--- src/rtl/vdmc_pkg.sv ---
// vdmc_pkg: constants and carrier types for the decoder mode control block
// assumes one 200 MHz clock domain; used by vdmc_core and the bench, not by vdmc_fifo
package vdmc_pkg;

  // ********************
  // clock and frame timing
  // ********************
  localparam int CLK_MHZ = 200;
  localparam int FRAME_MS = 20;
  localparam int FRAME_CYCLES = FRAME_MS * 1000 * CLK_MHZ;
  localparam int SAMPLES_NOM = 160;
  localparam int SAMPLES_SKEW = 4;

  // ********************
  // control word layout
  // ********************
  localparam int CTL_W = 16;
  localparam int BIT_REPEAT = 2;
  localparam int BIT_NOISE = 3;
  localparam int BIT_LAW = 7;
  localparam int BIT_COMPAND = 8;
  localparam int BIT_TONE = 14;
  localparam logic [15:0] CTL_USED_MASK = 16'h418c;
  localparam logic [15:0] CTL_ZERO = 16'h0000;

  // ********************
  // status word layout
  // ********************
  localparam int STS_VOICE = 1;
  localparam int STS_INVALID = 5;
  localparam int STS_TONE = 15;

  // ********************
  // channel format field encoding
  // ********************
  localparam logic [1:0] CHFMT_NONE = 2'h0;
  localparam logic [1:0] CHFMT_EVERY = 2'h1;
  localparam logic [1:0] CHFMT_CHANGE = 2'h2;

  typedef enum logic [1:0] {
    VDMC_DEC_VOICE = 2'b00,
    VDMC_DEC_REPEAT = 2'b01,
    VDMC_DEC_NOISE = 2'b11,
    VDMC_DEC_TONE = 2'b10
  } vdmc_dec_kind_t;

  typedef struct packed {
    logic [15:0] word;
    logic valid;
  } vdmc_ctl_t;

  typedef struct packed {
    logic [15:0] samples;
    logic [15:0] status;
    vdmc_dec_kind_t kind;
  } vdmc_frame_t;

endpackage : vdmc_pkg

--- src/rtl/vdmc_core.sv ---
// vdmc_core: per-frame decoder control word, frame scheduling and status word
// assumes the packet handler delivers decoded fields as one-cycle strobes
// Overview of operation
// [RULE1] encoder status flags stay out of outgoing packets by default.
// [RULE2] format field chooses flags in every packet or only when changed.
// [RULE3] each 20 ms frame hands the decoder a 16-bit control word.
// [RULE4] reset loads the control word from pins, other bits fixed zero.
// [RULE5] host may load the word via config field before decoding starts.
// [RULE6] a word supplied with a frame packet applies from that frame on.
// [RULE7] written control settings override the configuration pin levels.
// [RULE8] the control word holds its value until the host changes it.
// [RULE9] bit 2 requests frame repeat, discarding channel data; reset zero.
// [RULE10] bit 3 requests comfort noise from latest or default silence frame.
// [RULE11] bit 7 picks a-law when set, mu-law when clear, if companding.
// [RULE12] bit 8 enables companded samples, else 16-bit linear; pin reset.
// [RULE13] bit 14 requests tone synthesis, discarding channel data; reset zero.
// [RULE14] one channel frame goes to the decoder every 20 ms if available.
// [RULE15] each frame yields 160 plus or minus 4 speech samples.
// [RULE16] each frame yields a 16-bit decoder status word.
// [RULE17] missing channel frame forces repeat for that frame only.
// [RULE18] status bit 1 is 1 for voice or tone, 0 for comfort noise.
// [RULE19] status bit 5 set on repeat or error noise, clear on valid frame.
// [RULE20] status bit 15 set only for frames that decoded a tone.
// [RULE21] reserved control bits are written zero and ignored here.
`timescale 1ns/1ps
`default_nettype none
module vdmc_core #(
  parameter int FRAME_CYCLES = vdmc_pkg::FRAME_CYCLES,
  parameter int SAMPLES = vdmc_pkg::SAMPLES_NOM,
  parameter int DATA_W = 16,
  parameter int FIFO_DEPTH = 16
) (
  // clock and reset
  input wire logic clock_i,
  input wire logic rst_n_i,
  // configuration pins
  input wire logic law_pin_i,
  input wire logic compand_pin_i,
  // configuration control packet fields
  input wire vdmc_pkg::vdmc_ctl_t decoder_control_config_field_i,
  input wire logic chfmt_valid_i,
  input wire logic [1:0] channel_format_config_field_i,
  input wire logic codec_run_i,
  // per-frame channel packet
  input wire vdmc_pkg::vdmc_ctl_t frame_ctl_i,
  input wire logic chan_valid_i,
  output logic chan_ready_o,
  input wire logic [DATA_W-1:0] chan_data_i,
  input wire logic chan_last_i,
  input wire logic chan_silence_i,
  input wire logic chan_error_i,
  // encoder status toward outgoing packets
  input wire logic enc_status_valid_i,
  input wire logic [15:0] encoder_status_flags_i,
  output logic enc_flags_insert_o,
  output logic [15:0] enc_flags_o,
  // decoder side
  output logic frame_start_o,
  output logic [15:0] decoder_frame_control_word_o,
  output logic dec_valid_o,
  input wire logic dec_ready_i,
  output logic [DATA_W-1:0] dec_data_o,
  output logic sample_valid_o,
  output logic [15:0] sample_count_o,
  output logic status_valid_o,
  output logic [15:0] decoder_frame_status_word_o,
  output logic silence_default_o
);
  initial begin
    if (SAMPLES < vdmc_pkg::SAMPLES_NOM - vdmc_pkg::SAMPLES_SKEW ||
        SAMPLES > vdmc_pkg::SAMPLES_NOM + vdmc_pkg::SAMPLES_SKEW || FRAME_CYCLES < SAMPLES + 4) begin
      $error("vdmc_core sample or frame count out of range");
    end
  end

  function automatic logic [15:0] ctl_clean(input logic [15:0] w);
    ctl_clean = w & vdmc_pkg::CTL_USED_MASK; // RULE21
  endfunction : ctl_clean

  function automatic vdmc_pkg::vdmc_dec_kind_t ctl_kind(input logic [15:0] w);
    if (w[vdmc_pkg::BIT_TONE]) ctl_kind = vdmc_pkg::VDMC_DEC_TONE;
    else if (w[vdmc_pkg::BIT_NOISE]) ctl_kind = vdmc_pkg::VDMC_DEC_NOISE;
    else if (w[vdmc_pkg::BIT_REPEAT]) ctl_kind = vdmc_pkg::VDMC_DEC_REPEAT;
    else ctl_kind = vdmc_pkg::VDMC_DEC_VOICE;
  endfunction : ctl_kind

  // ********************
  // stored control word
  // ********************
  logic [15:0] ctl_reg;
  logic [15:0] ctl_next;
  logic pins_taken_reg;
  logic run_reg;

  always_comb begin
    ctl_next = ctl_reg;
    if (!pins_taken_reg) begin
      ctl_next = vdmc_pkg::CTL_ZERO; // RULE4
      ctl_next[vdmc_pkg::BIT_LAW] = law_pin_i; // RULE11
      ctl_next[vdmc_pkg::BIT_COMPAND] = compand_pin_i; // RULE12
    end
    if (decoder_control_config_field_i.valid && !run_reg) begin
      ctl_next = ctl_clean(decoder_control_config_field_i.word); // RULE5 RULE7
    end
    if (frame_ctl_i.valid) begin
      ctl_next = ctl_clean(frame_ctl_i.word); // RULE6 RULE7
    end
  end

  // pins caught on the first clocked edge after release, not by reset itself
  always_ff @(posedge clock_i) begin
    if (!rst_n_i) begin
      ctl_reg <= vdmc_pkg::CTL_ZERO;
      pins_taken_reg <= 1'b0;
    end else begin
      ctl_reg <= ctl_next; // RULE8
      pins_taken_reg <= 1'b1;
    end
  end

  always_ff @(posedge clock_i) begin
    if (!rst_n_i) begin
      run_reg <= 1'b0;
    end else if (codec_run_i) begin
      run_reg <= 1'b1;
    end
  end

  // ********************
  // channel data buffer
  // ********************
  logic fifo_valid;
  logic fifo_ready;
  logic [DATA_W+1:0] fifo_data;
  logic [7:0] frames_reg;
  logic in_push;
  logic in_last_push;
  logic out_last_pop;
  logic discard_reg;

  vdmc_fifo #(.WIDTH(DATA_W + 2), .DEPTH(FIFO_DEPTH)) u_fifo (
    .clock_i(clock_i),
    .rst_n_i(rst_n_i),
    .in_valid_i(chan_valid_i),
    .in_ready_o(chan_ready_o),
    .in_data_i({chan_error_i, chan_last_i, chan_data_i}),
    .out_valid_o(fifo_valid),
    .out_ready_i(fifo_ready),
    .out_data_o(fifo_data),
    .level_o()
  );

  assign in_push = chan_valid_i && chan_ready_o;
  assign in_last_push = in_push && chan_last_i;
  assign out_last_pop = fifo_valid && fifo_ready && fifo_data[DATA_W];

  always_ff @(posedge clock_i) begin
    if (!rst_n_i) begin
      frames_reg <= 8'h00;
    end else begin
      frames_reg <= frames_reg + {7'h00, in_last_push} - {7'h00, out_last_pop};
    end
  end

  // ********************
  // frame scheduler
  // ********************
  logic [$clog2(FRAME_CYCLES)-1:0] tick_reg;
  logic frame_tick;
  logic [15:0] cur_ctl_reg;
  vdmc_pkg::vdmc_dec_kind_t kind_reg;
  logic sending_reg;
  logic [15:0] rep_mask;

  assign frame_tick = run_reg && (tick_reg == '0);
  assign rep_mask = (frames_reg == 8'h00) ? (16'h0001 << vdmc_pkg::BIT_REPEAT) : vdmc_pkg::CTL_ZERO;

  always_ff @(posedge clock_i) begin
    if (!rst_n_i || !run_reg) begin
      tick_reg <= '0;
    end else if (tick_reg == ($clog2(FRAME_CYCLES))'(FRAME_CYCLES - 1)) begin
      tick_reg <= '0;
    end else begin
      tick_reg <= tick_reg + 1'b1;
    end
  end

  // a missing frame forces repeat once without touching the stored word
  always_ff @(posedge clock_i) begin
    if (!rst_n_i) begin
      cur_ctl_reg <= vdmc_pkg::CTL_ZERO;
      kind_reg <= vdmc_pkg::VDMC_DEC_VOICE;
      sending_reg <= 1'b0;
      discard_reg <= 1'b0;
    end else if (frame_tick) begin
      cur_ctl_reg <= ctl_next | rep_mask; // RULE3 RULE17
      kind_reg <= ctl_kind(ctl_next | rep_mask);
      sending_reg <= (frames_reg != 8'h00); // RULE14
      discard_reg <= (ctl_kind(ctl_next) != vdmc_pkg::VDMC_DEC_VOICE); // RULE9 RULE10 RULE13
    end else if (out_last_pop) begin
      sending_reg <= 1'b0;
    end
  end

  assign frame_start_o = frame_tick;
  assign decoder_frame_control_word_o = cur_ctl_reg;
  assign dec_valid_o = sending_reg && fifo_valid && !discard_reg;
  assign fifo_ready = sending_reg && fifo_valid && (discard_reg || dec_ready_i);
  assign dec_data_o = fifo_data[DATA_W-1:0];

  // ********************
  // sample pacing and status word
  // ********************
  logic [15:0] samp_reg;
  logic [15:0] status_reg;
  logic status_v_reg;
  logic got_silence_reg;
  logic err_reg;
  logic [15:0] status_next;
  logic err_pop;

  // error mark rides with each word, so the frame tick cannot wipe it early
  assign err_pop = fifo_valid && fifo_ready && !discard_reg && fifo_data[DATA_W+1];

  always_ff @(posedge clock_i) begin
    if (!rst_n_i || frame_tick) begin
      samp_reg <= 16'h0000;
    end else if (run_reg && samp_reg != 16'(SAMPLES)) begin
      samp_reg <= samp_reg + 16'h0001; // RULE15
    end
  end

  assign sample_valid_o = run_reg && !frame_tick && samp_reg != 16'(SAMPLES);
  assign sample_count_o = samp_reg;

  always_ff @(posedge clock_i) begin
    if (!rst_n_i) begin
      got_silence_reg <= 1'b0;
      err_reg <= 1'b0;
    end else begin
      if (in_last_push && chan_silence_i) got_silence_reg <= 1'b1;
      if (frame_tick) err_reg <= 1'b0;
      else if (err_pop) err_reg <= 1'b1;
    end
  end

  assign silence_default_o = !got_silence_reg; // RULE10

  always_comb begin
    status_next = vdmc_pkg::CTL_ZERO;
    status_next[vdmc_pkg::STS_VOICE] = (kind_reg != vdmc_pkg::VDMC_DEC_NOISE) && !err_reg; // RULE18
    status_next[vdmc_pkg::STS_INVALID] = (kind_reg == vdmc_pkg::VDMC_DEC_REPEAT) || err_reg; // RULE19
    status_next[vdmc_pkg::STS_TONE] = (kind_reg == vdmc_pkg::VDMC_DEC_TONE); // RULE20
  end

  always_ff @(posedge clock_i) begin
    if (!rst_n_i) begin
      status_reg <= vdmc_pkg::CTL_ZERO;
      status_v_reg <= 1'b0;
    end else begin
      status_v_reg <= run_reg && (samp_reg == 16'(SAMPLES - 1)); // RULE16
      if (run_reg && samp_reg == 16'(SAMPLES - 1)) status_reg <= status_next;
    end
  end

  assign status_valid_o = status_v_reg;
  assign decoder_frame_status_word_o = status_reg;

  // ********************
  // encoder status flag insertion
  // ********************
  logic [1:0] chfmt_reg;
  logic [15:0] last_enc_reg;
  logic ins_reg;
  logic [15:0] enc_reg;

  always_ff @(posedge clock_i) begin
    if (!rst_n_i) begin
      chfmt_reg <= vdmc_pkg::CHFMT_NONE; // RULE1
    end else if (chfmt_valid_i) begin
      chfmt_reg <= channel_format_config_field_i;
    end
  end

  always_ff @(posedge clock_i) begin
    if (!rst_n_i) begin
      last_enc_reg <= vdmc_pkg::CTL_ZERO;
      ins_reg <= 1'b0;
      enc_reg <= vdmc_pkg::CTL_ZERO;
    end else begin
      ins_reg <= 1'b0;
      if (enc_status_valid_i) begin
        last_enc_reg <= encoder_status_flags_i;
        enc_reg <= encoder_status_flags_i;
        ins_reg <= (chfmt_reg == vdmc_pkg::CHFMT_EVERY) ||
                   (chfmt_reg == vdmc_pkg::CHFMT_CHANGE &&
                    encoder_status_flags_i != last_enc_reg); // RULE2
      end
    end
  end

  assign enc_flags_insert_o = ins_reg;
  assign enc_flags_o = enc_reg;

  // ********************
  // checks
  // ********************
  property p_missing_repeat;
    @(posedge clock_i) disable iff (!rst_n_i)
    (frame_tick && frames_reg == 8'h00) |=> cur_ctl_reg[vdmc_pkg::BIT_REPEAT];
  endproperty
  a_missing_repeat: assert property (p_missing_repeat) else $error("no forced repeat"); // RULE17
  property p_store_kept;
    @(posedge clock_i) disable iff (!rst_n_i)
    (frame_tick && frames_reg == 8'h00 && !frame_ctl_i.valid) |=> $stable(ctl_reg);
  endproperty
  a_store_kept: assert property (p_store_kept) else $error("stored word changed"); // RULE17
  property p_hold;
    @(posedge clock_i) disable iff (!rst_n_i)
    (pins_taken_reg && !frame_ctl_i.valid && !decoder_control_config_field_i.valid)
      |=> $stable(ctl_reg);
  endproperty
  a_hold: assert property (p_hold) else $error("control word drifted"); // RULE8
  property p_reserved;
    @(posedge clock_i) disable iff (!rst_n_i)
    (ctl_reg & ~vdmc_pkg::CTL_USED_MASK) == 16'h0000;
  endproperty
  a_reserved: assert property (p_reserved) else $error("reserved bit kept"); // RULE21
  property p_default_off;
    @(posedge clock_i) disable iff (!rst_n_i)
    (chfmt_reg == vdmc_pkg::CHFMT_NONE) |=> !ins_reg;
  endproperty
  a_default_off: assert property (p_default_off) else $error("flags inserted"); // RULE1
  property p_tone_status;
    @(posedge clock_i) disable iff (!rst_n_i)
    status_v_reg |-> (status_reg[vdmc_pkg::STS_TONE] == (kind_reg == vdmc_pkg::VDMC_DEC_TONE));
  endproperty
  a_tone_status: assert property (p_tone_status) else $error("tone status wrong"); // RULE20
  property p_discard;
    @(posedge clock_i) disable iff (!rst_n_i)
    (cur_ctl_reg[vdmc_pkg::BIT_TONE] || cur_ctl_reg[vdmc_pkg::BIT_NOISE] ||
     cur_ctl_reg[vdmc_pkg::BIT_REPEAT]) |-> !dec_valid_o;
  endproperty
  a_discard: assert property (p_discard) else $error("data passed on discard"); // RULE9 RULE10 RULE13
  property p_status_once;
    @(posedge clock_i) disable iff (!rst_n_i)
    status_v_reg |=> !status_v_reg;
  endproperty
  a_status_once: assert property (p_status_once) else $error("status repeated"); // RULE16
  c_repeat: cover property (@(posedge clock_i) frame_tick && frames_reg == 8'h00 && run_reg);
  c_send: cover property (@(posedge clock_i) out_last_pop && dec_ready_i);
  c_change: cover property (@(posedge clock_i) ins_reg && chfmt_reg == vdmc_pkg::CHFMT_CHANGE);
endmodule : vdmc_core
`default_nettype wire

--- src/rtl/vdmc_fifo.sv ---
// vdmc_fifo: flip-flop fifo for channel data words
// assumes a single clock and synchronous active low reset
`timescale 1ns/1ps
`default_nettype none
module vdmc_fifo #(
  parameter int WIDTH = 16,
  parameter int DEPTH = 16
) (
  // clock and reset
  input wire logic clock_i,
  input wire logic rst_n_i,
  // fill side
  input wire logic in_valid_i,
  output logic in_ready_o,
  input wire logic [WIDTH-1:0] in_data_i,
  // drain side
  output logic out_valid_o,
  input wire logic out_ready_i,
  output logic [WIDTH-1:0] out_data_o,
  output logic [$clog2(DEPTH):0] level_o
);
  localparam int AW = $clog2(DEPTH);
  initial begin
    if (DEPTH < 2 || (1 << AW) != DEPTH) begin
      $error("vdmc_fifo depth must be a power of two");
    end
  end

  logic [WIDTH-1:0] mem_reg [DEPTH];
  logic [AW:0] wr_reg;
  logic [AW:0] rd_reg;
  logic push;
  logic pop;

  assign level_o = wr_reg - rd_reg;
  assign in_ready_o = (level_o != (AW + 1)'(DEPTH));
  assign out_valid_o = (wr_reg != rd_reg);
  assign out_data_o = mem_reg[rd_reg[AW-1:0]];
  assign push = in_valid_i && in_ready_o;
  assign pop = out_valid_o && out_ready_i;

  always_ff @(posedge clock_i) begin
    if (!rst_n_i) begin
      wr_reg <= '0;
    end else if (push) begin
      wr_reg <= wr_reg + 1'b1;
    end
  end

  always_ff @(posedge clock_i) begin
    if (push) begin
      mem_reg[wr_reg[AW-1:0]] <= in_data_i;
    end
  end

  always_ff @(posedge clock_i) begin
    if (!rst_n_i) begin
      rd_reg <= '0;
    end else if (pop) begin
      rd_reg <= rd_reg + 1'b1;
    end
  end

  // full when pointers differ only in the wrap bit
  property p_no_overfill;
    @(posedge clock_i) disable iff (!rst_n_i)
    (level_o == (AW + 1)'(DEPTH)) |-> !in_ready_o;
  endproperty
  a_no_overfill: assert property (p_no_overfill) else $error("fifo accepts while full");
endmodule : vdmc_fifo
`default_nettype wire

--- config.mk ---
export PLATFORM = sky130hd
export DESIGN_NAME = vdmc_core
export DESIGN_NICKNAME = d
export VERILOG_FILES = /design/src/rtl/vdmc_pkg.sv /design/src/rtl/vdmc_core.sv /design/src/rtl/vdmc_fifo.sv
export SDC_FILE = /design/constraint.sdc
export NUM_CORES = 1
export LEC_CHECK = 0
export ABC_AREA = 1
export BUFFER_PORTS_ARGS = -buffer_cell sky130_fd_sc_hd__buf_2
export CAP_MARGIN = 20
export CORE_MARGIN = 4
export CORE_UTILIZATION = 59
export CTS_CLUSTER_DIAMETER = 50
export DETAILED_ROUTE_END_ITERATION = 8
export GPL_ROUTABILITY_DRIVEN = 1
export HOLD_SLACK_MARGIN = 0.12
export PLACE_DENSITY = 0.88
export SYNTH_ARGS = -nofsm -noshare
export SYNTH_HDL_FRONTEND = slang
export SYNTH_SLANG_ARGS = --single-unit
--- constraint.sdc ---
create_clock -name clock_i -period 3.9 [get_ports clock_i]
set_input_delay 0.585 -clock clock_i [delete_from_list [all_inputs] [get_ports clock_i]]
set_output_delay 0.585 -clock clock_i [all_outputs]
set_load 0.02 [all_outputs]
==> results of run 1 <==
worst register-to-register path: cells and delay by family, from the launching register on:
kind	cells	cell delay [ns]
adders and majority gates	4	1.16
AOI/OAI and AO/OA	4	0.49
buffers and inverters	4	0.39
and+or+nand+nor	10	0.87
DFF	1	0.51
power by group through the flow:
stage / clock network, W / registers, W / logic (W)
after floorplan: 0 / 0.00501 / 0.000947
after global placement: 0 / 0.00500 / 0.00131
after detailed placement: 0 / 0.00501 / 0.00139
after CTS: 0.00428 / 0.00492 / 0.00141
after global routing: 0.00446 / 0.00493 / 0.00157
final: 0.00422 / 0.00492 / 0.00141
per-layer routing:
layer,part of all wire [%],track usage (%)
met2,52,46.1
met4,3.4,11.2
met5,0,0
met3,8.8,4.93
met1,36,31.3
cells in the mapped netlist (2+ instances only):
cell type,count
nor2_2,4
nor3_1,18
clkbuf_1,51
nor3b_1,5
nor2_1,245
nand2_1,199
a21oi_1,62
nand4_1,16
nand3b_1,2
a31oi_1,2
nand2_2,10
edfxtp_1,288
clkinv_1,3
xnor2_1,10
dfxtp_1,123
nor3_2,4
nand3_1,103
xor2_1,18
buf_2,14
ha_1,24
or2_2,5
inv_2,6
buf_4,18
nor4_1,2
o21ai_0,175
buf_6,4
nor3_4,2
inv_1,120
nand4_2,2
o221ai_1,46
o22ai_1,28
o211ai_1,20
stage by stage:
stage               util [%]  cells  setup WS (ns)
global route            68.5   2183         0.0607
detailed placement      63.4   2105          0.459
CTS                     68.5   2182          0.126
floorplan                  -   1650          0.857
finish                  68.5   2183          0.362
global placement        63.4   2105          0.636
layout make-up:
cell class | instances | area [um2] | area share, %
clock buffer | 47 | 1090 | 5.53
inverter | 130 | 492 | 2.49
timing repair buffer | 158 | 875 | 4.43
clock inverter | 30 | 374 | 1.90
tap | 384 | 480 | 2.44
antenna | 1 | 2.50 | 0.0127
multi-input combinational | 1022 | 5290 | 26.8
sequential | 411 | 11100 | 56.4
path summary, 6_finish.rpt:
path	start	to	depth (start not counted)
setup / recovery	u_fifo.wr_reg[2]	frames_reg[6]	22
hold reg to reg	ctl_reg[13]	ctl_reg[13]	2
setup reg to reg	u_fifo.wr_reg[2]	frames_reg[6]	22
hold / removal	channel_format_config_field_i[0]	chfmt_reg[0]	3
cells by family after synthesis:
| logic type | share of synthesized area (%) |
|---|---|
| other | 0.0217 |
| and+or+nand+nor | 15.6 |
| xor gates and xnor gates | 1.42 |
| DFF | 64.4 |
| AOI/OAI and AO/OA | 11.2 |
| adders and majority gates | 1.86 |
| buffers and inverters | 5.40 |
what timing repair did:
| item | in CTS | in global routing |
|---|---|---|
| gates resized for setup | 0 | 1 |
| endpoints found under the setup margin | 0 | 1 |
| setup buffers | 0 | 0 |
==> results.toml, run 1 <==
[cts]
clock-sinks = 411
cts_root_buf = "clkbuf_16"
ctsHoldBuffers = 0
clk_pin_slew_ns = 0.06
numCtsBuffers = 43
clk_path_buf_depth = 3
cts_tree = "built"
htree_num_levels = 2
clock_latency_ns = 0.56

[pwr]
clkPwrFrac_pct = 40.0
power.share.switching_pct = 26.3
p_switching_w = 0.00277
power_density_nw_per_um2 = 535
cell_internal_pwr_w = 0.00778
leakage_nw = 7.40
total_power_w = 0.0105
irDropWorstVdd_mv = 0.335
power_frac_seq_pct = 46.6
combPwrFrac_pct = 13.4

[final_layout]
fillCellCount = 1949
drive_gt1_share_pct = 15.6
final_cell_mix = "edfxtp_1, nor2_1, nand2_1"
final_nets = 1871
area_growth_pct = 14.3
final_common_cell = "edfxtp_1"
largest_reg_flops = 288
final_cell_area_um2 = 19700

[setup_path]
cp-end-kind = "register"
setup.worst_path.start_class = "register"
critPathTopFamily = "adder cells"
r2r_setup_slack_ns = 0.36
critPathMaxStageDelay_ns = 0.51
arrival_ns = 3.97
crit_required_ns = 4.33
cp_max_fo = 8
path_common_cell = "nand2_1"
critical_path.cell_chain = "ha_1, a21oi_1, nand3_1, nand2_1, nor2_1, nand2_2, nand2_2, inv_2, nand2_1, ha_1, inv_1, ha_1, inv_1, fa_1, inv_1, nand3_1, nand2_1, nand2_1, nand2_1, a21oi_1, o21ai_0, a21oi_1"
crit_type = "register to register"
worst-path-buf-inv = 4
crit_slowest_cell = "dfxtp_1"

[sta]
fin_skew_ns = 0.0216
tns_ns = 0
fmax_mhz = 283
slew-limit-headroom_pct = 44.9
fin_crit_sh_pct = 90.7
hold_viol = 0
slew_viol_final = 0
rsz0062_at_grt = "no"
fin_crit_ns = 3.54
worst_pin_slew_ns = 0.826
whs_ns = 0.263
finalSetupViolations = 0

[status]
outcome = "finished, final reports clean"

[synthesis]
netlist_area_um2 = 17300
ys_seq_area_share_pct = 64.4
syn_inst = 1638
synth-seq-cells = 411
avgSynthCellArea_um2 = 10.5
synthFlopType = "edfxtp_1"
synth.area.top_cells = "edfxtp_1, dfxtp_1, nor2_1, o21ai_0, nand2_1"
synthDominantAreaCellType = "edfxtp_1"
async_flop_share_pct = 0
synth.distinct_cells = 41
synth_edf_count = 288
yosys_warnings = 0
yosysTopAreaCellShare_pct = 50.1

[route]
viasPerCell = 5.97
drc = 0
via_count = 13029
first_pass_iters = 6
drt_wl_total_um = 42200
drtIter0Drc = 1465
ant_nets = 0
detail_route.wl_per_cell_um = 19.3

[grt]
grt-ovfl-total = 0
grt_pass1_wl_um = 65600
grt_max_degree = 99
grt_pass1_vias = 12901
track_usage_pct = 26.1
antenna_found_initial = 2

[placed_design]
numPortBuffers = 131
dp_hpwl_um = 25100
place.gp.congestion = 0.865
placed_area_um2 = 18300

[die]
die_area_um2 = 32000
start_util_pct = 59.9
num_rows = 62
die_y_um = 179
pin_count = 167
die_x_um = 179
core-area_um2 = 28800

[min_path]
hold_path.class = "input pin to register"

[flow_run]
drv_cap = 0
Note: power is estimated with default switching activity, not from simulation.
==> inputs of run 2 (changes only) <==
Settings changed: CTS_CLUSTER_SIZE set to 14, MAX_ROUTING_LAYER set to met4.
==> results.toml, run 2 (synthesized netlist as in run 1, its figures left out) <==
[status]
outcome = "finished, final reports clean"

[grt]
track_usage_pct = 26.6
grt_pass1_wl_um = 65000
grt-ovfl-total = 0
grt_use_met2_pct = 45.1
grt_max_degree = 117
use_met3_pct = 3.75
antenna_found_initial = 2
busiest_layer = "met2"
grtUsageMet1_pct = 32.2
grt_pass1_vias = 12809

[route]
via_count = 12928
detail_route.wl_per_cell_um = 19.4
drc = 0
drtIter0Drc = 1350
drt_wl_total_um = 42000
viasPerCell = 5.97
ant_nets = 0
first_pass_iters = 6

[cts]
post_cts_resized = 0
numCtsBuffers = 38
ctsHoldBuffers = 0
clk_pin_slew_ns = 0.07
postCtsSetupRepairBufs = 0
clk_path_buf_depth = 3
cts_root_buf = "clkbuf_16"
clock-sinks = 411
htree_num_levels = 2
clock_latency_ns = 0.53
cts_tree = "built"

[die]
die_x_um = 179
num_rows = 62
core-area_um2 = 28800
die_y_um = 179
pin_count = 167
start_util_pct = 59.9
die_area_um2 = 32000

[sta]
slew_viol_final = 0
rsz0062_at_grt = "no"
fin_crit_ns = 3.68
hold_viol = 0
fin_crit_sh_pct = 94.2
fin_skew_ns = 0.0271
slew-limit-headroom_pct = 23.8
finalSetupViolations = 0
worst_pin_slew_ns = 1.14
tns_ns = 0
fmax_mhz = 272

[placed_design]
placed_area_um2 = 18300
place_inst = 2103
place.gp.congestion = 0.899
numPortBuffers = 131
dp_hpwl_um = 24500

[final_layout]
final_common_cell = "edfxtp_1"
largest_reg_flops = 288
area_growth_pct = 12.5
final_nets = 1864
drive_gt1_share_pct = 14.7
multi_input_area_um2 = 5290
finalNonFillerCells = 2166
fillCellCount = 1963
register_area_um2 = 11100
final_cell_mix = "edfxtp_1, nor2_1, nand2_1"
final_cell_area_um2 = 19400

[setup_path]
path_depth = 6
critPathMaxStageDelay_ns = 0.91
ff2ff_path_depth = 19
crit_slowest_cell = "buf_4"
cp_max_fo = 116
cp-end-kind = "output pin"
critical_path.cell_chain = "buf_4, o21ai_0, o221ai_1, o211ai_1, nand2_1, buf_2"
arrival_ns = 3.09
worst-path-buf-inv = 2
crit_type = "register to output pin"
critPathTopFamily = "buffers and inverters"
setup.worst_path.start_class = "register"
crit_required_ns = 3.31

[pwr]
power_density_nw_per_um2 = 508
irDropWorstVdd_mv = 0.333
leakage_nw = 7.24
total_power_w = 0.00987

[min_path]
worst_hold_path.num_cells = 3
hold_path.class = "input pin to register"

[flow_run]
drv_cap = 0
[run 2: worst paths after layout]
kind,slack (ns),to,from
setup / recovery,0.22,dec_data_o[8],register
hold / removal,0.29,chfmt_reg[0],channel_format_config_field_i[0]
setup reg to reg,0.38,frames_reg[6],register
hold reg to reg,0.44,ctl_reg[0],ctl_reg[0]
[run 2: worst reg2reg max path, cell delays in order (launching register included)]
cell      delay (ns)
dfxtp_2         0.77
clkinv_1        0.38
nand3_1         0.18
nand3_1         0.11
nand3_1         0.15
nand3_1         0.17
inv_1           0.10
ha_1            0.22
inv_1           0.05
ha_1            0.16
inv_1           0.07
fa_1            0.37
inv_1           0.11
nand3_1         0.07
nand2_1         0.11
nand2_1         0.06
nand2_1         0.05
a21oi_1         0.07
o21ai_0         0.14
a21oi_1         0.06
[run 2: through the flow]
| step | util, % | hold slack [ns] | setup WS (ns) |
|---|---|---|---|
| floorplan | - | 0.420 | 0.857 |
| global placement | 63.4 | 0.428 | 0.548 |
| detailed placement | 63.4 | 0.431 | 0.447 |
| CTS | 67.4 | 0.268 | 0.279 |
| global route | 67.5 | 0.284 | 0.0391 |
| finish | 67.5 | 0.291 | 0.225 |
[run 2: per-layer routing]
layer	part of all wire, %	vias to the layer above	wire [um]
met5	0	-	0
met4	3.3	0	1410
met3	8.9	135	3750
met2	51	712	21400
met1	37	6128	15500
li1	-	5953	-
[run 2: final cells by class]
class | instances | share of cell area, %
well taps | 384 | 2.47
clock inverters | 8 | 0.561
diodes | 2 | 0.0258
repair buffers | 156 | 4.47
multi-input cells | 1022 | 27.3
inverters | 130 | 2.54
clock buffers | 53 | 5.40
flip-flops and latches | 411 | 57.3
[run 2: report_power, final]
part / total, W / switching, W / internal [W]
Combinational: 0.00139 / 0.000962 / 0.000432
Sequential: 0.00493 / 0.000102 / 0.00483
Clock: 0.00355 / 0.00158 / 0.00196
Total: 0.00987 / 0.00265 / 0.00722
